File: config.mk
export PLATFORM = sky130hd
export DESIGN_NAME = clr_exec
export DESIGN_NICKNAME = d
export VERILOG_FILES = /design/src/clr_exec_pkg.sv /design/src/clr_exec.sv
export SDC_FILE = /design/constraint.sdc
export NUM_CORES = 1
export LEC_CHECK = 0
export BUFFER_PORTS_ARGS = -buffer_cell sky130_fd_sc_hd__buf_4
export CORE_AREA = 2 2 146 148
export CTS_CLUSTER_SIZE = 16
export DETAILED_ROUTE_END_ITERATION = 8
export DIE_AREA = 0 0 148 150
export MAX_ROUTING_LAYER = met4
export SLEW_MARGIN = 10
export SYNTH_ARGS = -nofsm -noshare
export SYNTH_HDL_FRONTEND = slang
export SYNTH_SLANG_ARGS = --single-unit
File: constraint.sdc
create_clock -name pclk -period 2.9 [get_ports pclk]
set_input_delay 0.145 -clock pclk [delete_from_list [all_inputs] [get_ports pclk]]
set_output_delay 0.145 -clock pclk [all_outputs]
set_load 0.01 [all_outputs]
File: src/clr_exec_pkg.sv
// constants for the file-clear and watchdog-restart execution unit
package clr_exec_pkg;
  // ==========================================================
  // opcode patterns
  localparam logic [15:0] file_clear_mask = 16'hfe00;
  localparam logic [15:0] file_clear_code = 16'h6a00;
  localparam logic [15:0] watchdog_restart_code = 16'h0004;
  localparam int bank_bit_pos = 8;
  // ==========================================================
  // addressing
  localparam logic [7:0] indexed_limit = 8'h5f;
  localparam logic [7:0] access_split = 8'h60;
  localparam logic [3:0] access_high_bank = 4'hf;
  localparam logic [7:0] clear_value = 8'h00;
  // ==========================================================
  // register map (apb byte addresses)
  localparam logic [7:0] instr_off = 8'h00;
  localparam logic [7:0] ctrl_off = 8'h04;
  localparam logic [7:0] bank_off = 8'h08;
  localparam logic [7:0] fsr2_off = 8'h0c;
  localparam logic [7:0] status_off = 8'h10;
  localparam logic [7:0] wdt_off = 8'h14;
  localparam logic [7:0] wr_off = 8'h18;
  // ==========================================================
  // status bits and reset values
  localparam int zero_pos = 2;
  localparam int powerdown_pos = 3;
  localparam int timeout_pos = 4;
  localparam logic [4:0] status_rst = 5'h18;
  localparam logic [31:0] unmapped_rdata = 32'h0000_0000;
  // ==========================================================
  // four phase cycle
  typedef enum logic [1:0] {
    ph_decode = 2'b00,
    ph_read = 2'b01,
    ph_process = 2'b10,
    ph_write = 2'b11
  } phase_e;
endpackage

File: src/clr_exec.sv
// file-clear and watchdog-restart instruction execution with apb access
//
// The address map and the APB register port were decided locally.
module clr_exec #(
  parameter int cnt_w = 16,
  parameter int post_w = 8
) (
  input wire logic pclk,
  input wire logic presetn,
  input wire logic clk_en,
  input wire logic psel,
  input wire logic penable,
  input wire logic pwrite,
  input wire logic [7:0] paddr,
  input wire logic [31:0] pwdata,
  output logic [31:0] prdata,
  output logic pready,
  output logic pslverr,
  input wire logic wdt_tick,
  output logic [cnt_w-1:0] watchdog_counter,
  output logic [post_w-1:0] wdt_post,
  output logic timeout_status_n,
  output logic powerdown_status_n,
  output logic file_we,
  output logic [11:0] file_addr,
  output logic [7:0] file_wdata,
  output logic busy
);
  // ==========================================================
  // state
  // configuration written over the bus
  logic ext_q, ext_d;
  logic [3:0] bank_select_register, bank_d;
  logic [11:0] fsr2_q, fsr2_d;

  // instruction sequencer
  logic [15:0] instr_q, instr_d;
  logic pend_q, pend_d;
  clr_exec_pkg::phase_e ph_q, ph_d;
  logic we_q, we_d;
  logic [11:0] addr_q, addr_d;
  logic [11:0] addr_r_q, addr_r_d;
  logic [15:0] done_q, done_d;

  // status flags, watchdog and read data
  logic [4:0] status_q, status_d;
  logic [cnt_w-1:0] cnt_q, cnt_d;
  logic [post_w-1:0] post_q, post_d;
  logic [31:0] rdata_q, rdata_d;

  // decode and strobes shared between the groups
  logic is_file_clear, is_watchdog_restart, bank_bit;
  logic [7:0] f_field;
  logic wr_acc, rd_setup, instr_wr;
  logic use_indexed;
  logic wd_clear, zero_set;

  // ==========================================================
  // decode of the latched instruction word
  assign f_field = instr_q[7:0];
  assign bank_bit = instr_q[clr_exec_pkg::bank_bit_pos];
  assign is_file_clear = (instr_q & clr_exec_pkg::file_clear_mask)
    == clr_exec_pkg::file_clear_code;
  assign is_watchdog_restart = instr_q == clr_exec_pkg::watchdog_restart_code;
  assign use_indexed = ext_q && (f_field <= clr_exec_pkg::indexed_limit);

  // ==========================================================
  // apb: zero wait states while running; a frozen block holds
  // pready low so that no write is acknowledged and then lost
  // pslverr is never raised: unmapped access is harmless
  assign wr_acc = psel && penable && pwrite;
  assign rd_setup = psel && !penable && !pwrite;
  assign instr_wr = wr_acc && (paddr == clr_exec_pkg::instr_off) && !pend_q;
  assign pready = clk_en;
  assign pslverr = 1'b0;
  assign prdata = rdata_q;

  // ==========================================================
  // phase strobes for the status and watchdog groups
  // restart acts in process phase
  assign wd_clear = pend_q && (ph_q == clr_exec_pkg::ph_process)
    && is_watchdog_restart;
  assign zero_set = pend_q && (ph_q == clr_exec_pkg::ph_write)
    && is_file_clear;

  // ==========================================================
  // configuration group; unmapped writes are ignored
  always_comb begin
    ext_d = ext_q;
    bank_d = bank_select_register;
    fsr2_d = fsr2_q;
    // extended mode, bank and indexed base
    if (wr_acc) begin
      unique case (paddr)
        clr_exec_pkg::ctrl_off: ext_d = pwdata[0];
        clr_exec_pkg::bank_off: bank_d = pwdata[3:0];
        clr_exec_pkg::fsr2_off: fsr2_d = pwdata[11:0];
        default: ;
      endcase
    end
  end

  // configuration registers, frozen while clk_en is low
  always_ff @(posedge pclk or negedge presetn) begin
    if (!presetn) begin
      ext_q <= 1'b0;
      bank_select_register <= 4'h0;
      fsr2_q <= 12'h000;
    end else if (clk_en) begin
      ext_q <= ext_d;
      bank_select_register <= bank_d;
      fsr2_q <= fsr2_d;
    end
  end

  // ==========================================================
  // instruction sequencer: decode, read, process, write
  // one four-phase cycle
  always_comb begin
    instr_d = instr_q;
    pend_d = pend_q;
    ph_d = ph_q;
    we_d = 1'b0;
    addr_d = addr_q;
    addr_r_d = addr_r_q;
    done_d = done_q;
    // a word written while busy is dropped, not queued
    if (instr_wr) begin
      instr_d = pwdata[15:0];
      pend_d = 1'b1;
      ph_d = clr_exec_pkg::ph_decode;
    end
    if (pend_q) begin
      unique case (ph_q)
        clr_exec_pkg::ph_decode: begin
          // the word is already latched; nothing to fetch
          ph_d = clr_exec_pkg::ph_read;
        end
        clr_exec_pkg::ph_read: begin
          ph_d = clr_exec_pkg::ph_process;
          if (is_file_clear) begin
            if (bank_bit) begin
              addr_r_d = {bank_select_register, f_field};
            end else if (use_indexed) begin
              addr_r_d = fsr2_q + {4'h0, f_field};
            end else if (f_field < clr_exec_pkg::access_split) begin
              addr_r_d = {4'h0, f_field};
            end else begin
              addr_r_d = {clr_exec_pkg::access_high_bank, f_field};
            end
          end
        end
        clr_exec_pkg::ph_process: begin
          // the watchdog and status groups act on wd_clear here
          ph_d = clr_exec_pkg::ph_write;
        end
        clr_exec_pkg::ph_write: begin
          // a restart only frees the sequencer and counts in done_q here
          ph_d = clr_exec_pkg::ph_decode;
          pend_d = 1'b0;
          done_d = done_q + 1'b1;
          if (is_file_clear) begin
            we_d = 1'b1;
            addr_d = addr_r_q;
          end
        end
      endcase
    end
  end

  // sequencer registers; file_we stays one cycle unless frozen
  always_ff @(posedge pclk or negedge presetn) begin
    if (!presetn) begin
      instr_q <= 16'h0000;
      pend_q <= 1'b0;
      ph_q <= clr_exec_pkg::ph_decode;
      we_q <= 1'b0;
      addr_q <= 12'h000;
      addr_r_q <= 12'h000;
      done_q <= 16'h0000;
    end else if (clk_en) begin
      instr_q <= instr_d;
      pend_q <= pend_d;
      ph_q <= ph_d;
      we_q <= we_d;
      addr_q <= addr_d;
      addr_r_q <= addr_r_d;
      done_q <= done_d;
    end
  end

  // ==========================================================
  // status flags: a hardware set wins over a software write
  always_comb begin
    status_d = status_q;
    // software may clear or set any flag
    if (wr_acc && (paddr == clr_exec_pkg::status_off)) begin
      status_d = pwdata[4:0];
    end
    if (zero_set) begin
      status_d[clr_exec_pkg::zero_pos] = 1'b1;
    end
    if (wd_clear) begin
      status_d[clr_exec_pkg::timeout_pos] = 1'b1;
      status_d[clr_exec_pkg::powerdown_pos] = 1'b1;
    end
  end

  // status register
  always_ff @(posedge pclk or negedge presetn) begin
    if (!presetn) begin
      status_q <= clr_exec_pkg::status_rst;
    end else if (clk_en) begin
      status_q <= status_d;
    end
  end

  // ==========================================================
  // watchdog: postscaler wraps into the counter
  // the counter width sets how long a lapse may run unnoticed
  always_comb begin
    cnt_d = cnt_q;
    post_d = post_q;
    if (wdt_tick) begin
      post_d = post_q + 1'b1;
      if (&post_q) begin
        cnt_d = cnt_q + 1'b1;
      end
    end
    // a restart beats a tick in the same cycle
    if (wd_clear) begin
      cnt_d = '0;
      post_d = '0;
    end
  end

  // watchdog registers
  always_ff @(posedge pclk or negedge presetn) begin
    if (!presetn) begin
      cnt_q <= '0;
      post_q <= '0;
    end else if (clk_en) begin
      cnt_q <= cnt_d;
      post_q <= post_d;
    end
  end

  // ==========================================================
  // read data captured at the setup edge; a read whose setup edge
  // falls while frozen returns the word captured before
  always_comb begin
    rdata_d = rdata_q;
    if (rd_setup) begin
      // unmapped offsets read as zero
      unique case (paddr)
        clr_exec_pkg::instr_off: rdata_d = {15'h0000, pend_q, instr_q};
        clr_exec_pkg::ctrl_off: rdata_d = {31'h0, ext_q};
        clr_exec_pkg::bank_off: rdata_d = {28'h0, bank_select_register};
        clr_exec_pkg::fsr2_off: rdata_d = {20'h0, fsr2_q};
        clr_exec_pkg::status_off: rdata_d = {27'h0, status_q};
        clr_exec_pkg::wdt_off: rdata_d = 32'({post_q, cnt_q});
        clr_exec_pkg::wr_off: rdata_d = {done_q, 4'h0, addr_q};
        default: rdata_d = clr_exec_pkg::unmapped_rdata;
      endcase
    end
  end

  // read data register
  always_ff @(posedge pclk or negedge presetn) begin
    if (!presetn) begin
      rdata_q <= 32'h0000_0000;
    end else if (clk_en) begin
      rdata_q <= rdata_d;
    end
  end

  // outputs straight from flops, except file_wdata, which is the constant clear_value
  assign watchdog_counter = cnt_q;
  assign wdt_post = post_q;
  assign timeout_status_n = status_q[clr_exec_pkg::timeout_pos];
  assign powerdown_status_n = status_q[clr_exec_pkg::powerdown_pos];
  assign file_we = we_q;
  assign file_addr = addr_q;
  assign file_wdata = clr_exec_pkg::clear_value;
  assign busy = pend_q;
endmodule

==> metrics.txt <==
status finished, final reports clean; fmax 419 MHz; Leak about 0.0042 uW; WP depth 6; GRT Total Usage 18.3%; Root Buffer clkbuf_16; final worst slack 516 ps; R2R Setup Slk 520 ps; Slew Limit Fails 0; share of cells above drive strength 1 27.1%; Nets 820; Yosys reg bits between 100 and 150; CTS Buf Count 17; hold endpoint busy$_DFFE_PN0P_; HPWL Detailed 13900 um; number of distinct library cells after synthesis 71; Remaining Overflow, GRT 0; unrepaired setup endpoints after global routing no; DRC 0; Hold Path Origin paddr[1]; # diodes 0; CTS tree done; Die Area approximately 22000 um2; TNS Setup 0 ps; r2r startpoint instr_q[1]$_DFFE_PN0P_; final worst path period share 82.2%; Crit path largest cell delay 530 ps; # setup viols final 0; Mapped Cells 640; Detailed Route WL 19300 um; RR Endpoint addr_r_q[9]$_DFFE_PN0P_; PortBufs 103; post-CTS setup buffers 0; post-layout min period 2380 ps; die width 148 um; Post-Syn Area per Cell 11.0 um2; Worst-path clk slew 60 ps; Critical Path RT 3210 ps; CP bufs+invs 0; yosys warns 0; Worst Setup End Kind register; worst-margin pin slew 723 ps; Initial Util 34.1%; CTS resizes 0; # clock sinks 138; crit-path max FO 6; critical path's top delay family compound AO/OA/AOI/OAI gates; Slew headroom 51.7%; CP Cell Sequence ha_1, a211oi_1, o21bai_1, o211a_1, o32a_1, mux2_2; vias in the first global route 5311; sequential-to-total area share from yosys stat 48.9%; row count between 50 and 60; hold depth 4; Cell Area, Synth 7070 um2; FFs w/ async S/R, synth 100%; Worst EP arrival approximately 2700 ps; 1st-iter DRT viols 418; largest net degree at the start of global routing 81; chip height 150 um; DRT Pass-1 Iters 6; CTS Hold Bufs 17; worst-path cell with the longest stage delay dfrtp_1; Hold/Removal Path Class in2reg; post-place setup slack about 580 ps; Max-cap violations 0; via density per instance 5.23; final hold viol count 0; wire length per cell 18.4 um; routed vias 5471; Area Growth Syn to Fin 24.6%; GPL Wtd Cong 0.897; initial antenna violation count 0; first-pass GRT wire length 30200 um; H-tree depth 4; core area 20700 um2; kind of start point of the critical path register; Setup CP Type reg2reg; reg2reg path depth 6; Ports approximately 130; Peak VDD IR 0.416 mV; pwr/cell area 515 nW/um2; most common cell after layout, fill and taps aside dfrtp_1; clk_lat worst skew around 430 ps; most frequent cells in the layout 136 x dfrtp_1, 112 x buf_4, 49 x nor2_1; Post-Route Skew 5.61 ps; clk buf depth 2; ys flop type dfrtp_1; Post-synth EDFFs 0; antenna-violating nets left 0
where the power goes:
part	total, uW	switching (uW)	internal [uW]
logic	422	230	192
clock network	2000	812	1190
registers	2110	118	1990
worst max-delay path by stage:
stage | from | endpoint
after floorplan | instr_q[1]$_DFFE_PN0P_ | addr_r_q[9]$_DFFE_PN0P_
after global placement | instr_q[1]$_DFFE_PN0P_ | addr_r_q[9]$_DFFE_PN0P_
after detailed placement | instr_q[1]$_DFFE_PN0P_ | addr_r_q[9]$_DFFE_PN0P_
after CTS | instr_q[1]$_DFFE_PN0P_ | addr_r_q[9]$_DFFE_PN0P_
after global routing | instr_q[1]$_DFFE_PN0P_ | addr_r_q[9]$_DFFE_PN0P_
final | instr_q[1]$_DFFE_PN0P_ | addr_r_q[9]$_DFFE_PN0P_
cell usage after synthesis (3+ instances only):
master,instances,area share (%)
o21ai_0,19,1.3
and4_1,3,0.37
nor2_1,49,2.6
a211o_1,3,0.37
nand3_1,30,2.1
mux2_1,5,0.80
mux2_4,10,2.1
nand4_1,14,1.2
a22o_1,38,4.7
a221oi_1,12,1.5
ha_1,14,2.5
a31oi_1,7,0.62
nand2_1,37,2.0
nand2b_1,4,0.35
xor2_1,21,2.6
dfrtp_1,136,48
nor2b_1,7,0.62
o31ai_1,5,0.53
nor3_1,10,0.71
buf_2,6,0.43
a21oi_1,17,1.2
and3_1,8,0.71
a211oi_1,4,0.43
mux2i_1,6,0.85
and2_1,6,0.53
inv_1,15,0.80
buf_4,12,1.3
clkbuf_1,17,0.90
a22oi_1,11,1.2
a21o_1,3,0.32
o211ai_1,6,0.64
buf_1,3,0.16
xnor2_1,15,1.9
mux2_2,37,5.9
or3_1,5,0.44
cell families (layout without fill, tap and decap cells):
logic type	Yosys count	after routing	share of synthesized area, %
and+or+nand+nor	197	197	15.3
other	1	9	0.0531
DFF	138	138	48.9
AOI/OAI and AO/OA	138	138	14.5
muxes	59	59	9.99
xor gates and xnor gates	36	36	4.46
buffers and inverters	56	179	3.97
adders and majority gates	15	15	2.76
worst min-delay path, stage by stage:
cell     delay, ps
buf_4          110
nor4_4          60
nand2_4        110
a21oi_1         70
layout make-up:
class	instances	area, um2
Sequential cell	138	3460
Tap cell	275	344
Clock inverter	9	73.8
Multi-Input combinational cell	454	3370
Clock buffer	23	458
Fill cell	1998	11900
Inverter	16	60.1
Timing Repair Buffer	131	1040
stage by stage:
| step | util, % | power, uW | cells | instance area [um2] | hold slack (ps) |
|---|---|---|---|---|---|
| finish | 42.5 | 4540 | 1046 | 8800 | 114 |
| global placement | 39.2 | 2540 | 997 | 8100 | 169 |
| CTS | 42.5 | 4570 | 1046 | 8800 | 111 |
| global route | 42.5 | 4730 | 1046 | 8800 | 138 |
| detailed placement | 39.2 | 2550 | 997 | 8100 | 167 |
| floorplan | - | 2340 | 648 | 7100 | -151 |
flip-flops by register name, indices dropped and copies added, names as in the netlist:
signal,count
ext_q,1
ph_q,2
prdata,32
fsr2_q,12
file_we,1
file_addr,12
instr_q,16
wdt_post,8
watchdog_counter,16
busy,1
addr_r_q,12
status_q,5
bank_select_register,4
done_q,16
metal layers:
| layer | track usage, % | vias up | routed length (um) |
|---|---|---|---|
| met3 | 3.93 | 17 | 1010 |
| met5 | - | - | 0 |
| met1 | 24.8 | 2700 | 8890 |
| met4 | 5.05 | 0 | 269 |
| li1 | - | 2586 | - |
| met2 | 27.9 | 168 | 9090 |
Power figures use the tool's default switching activity.
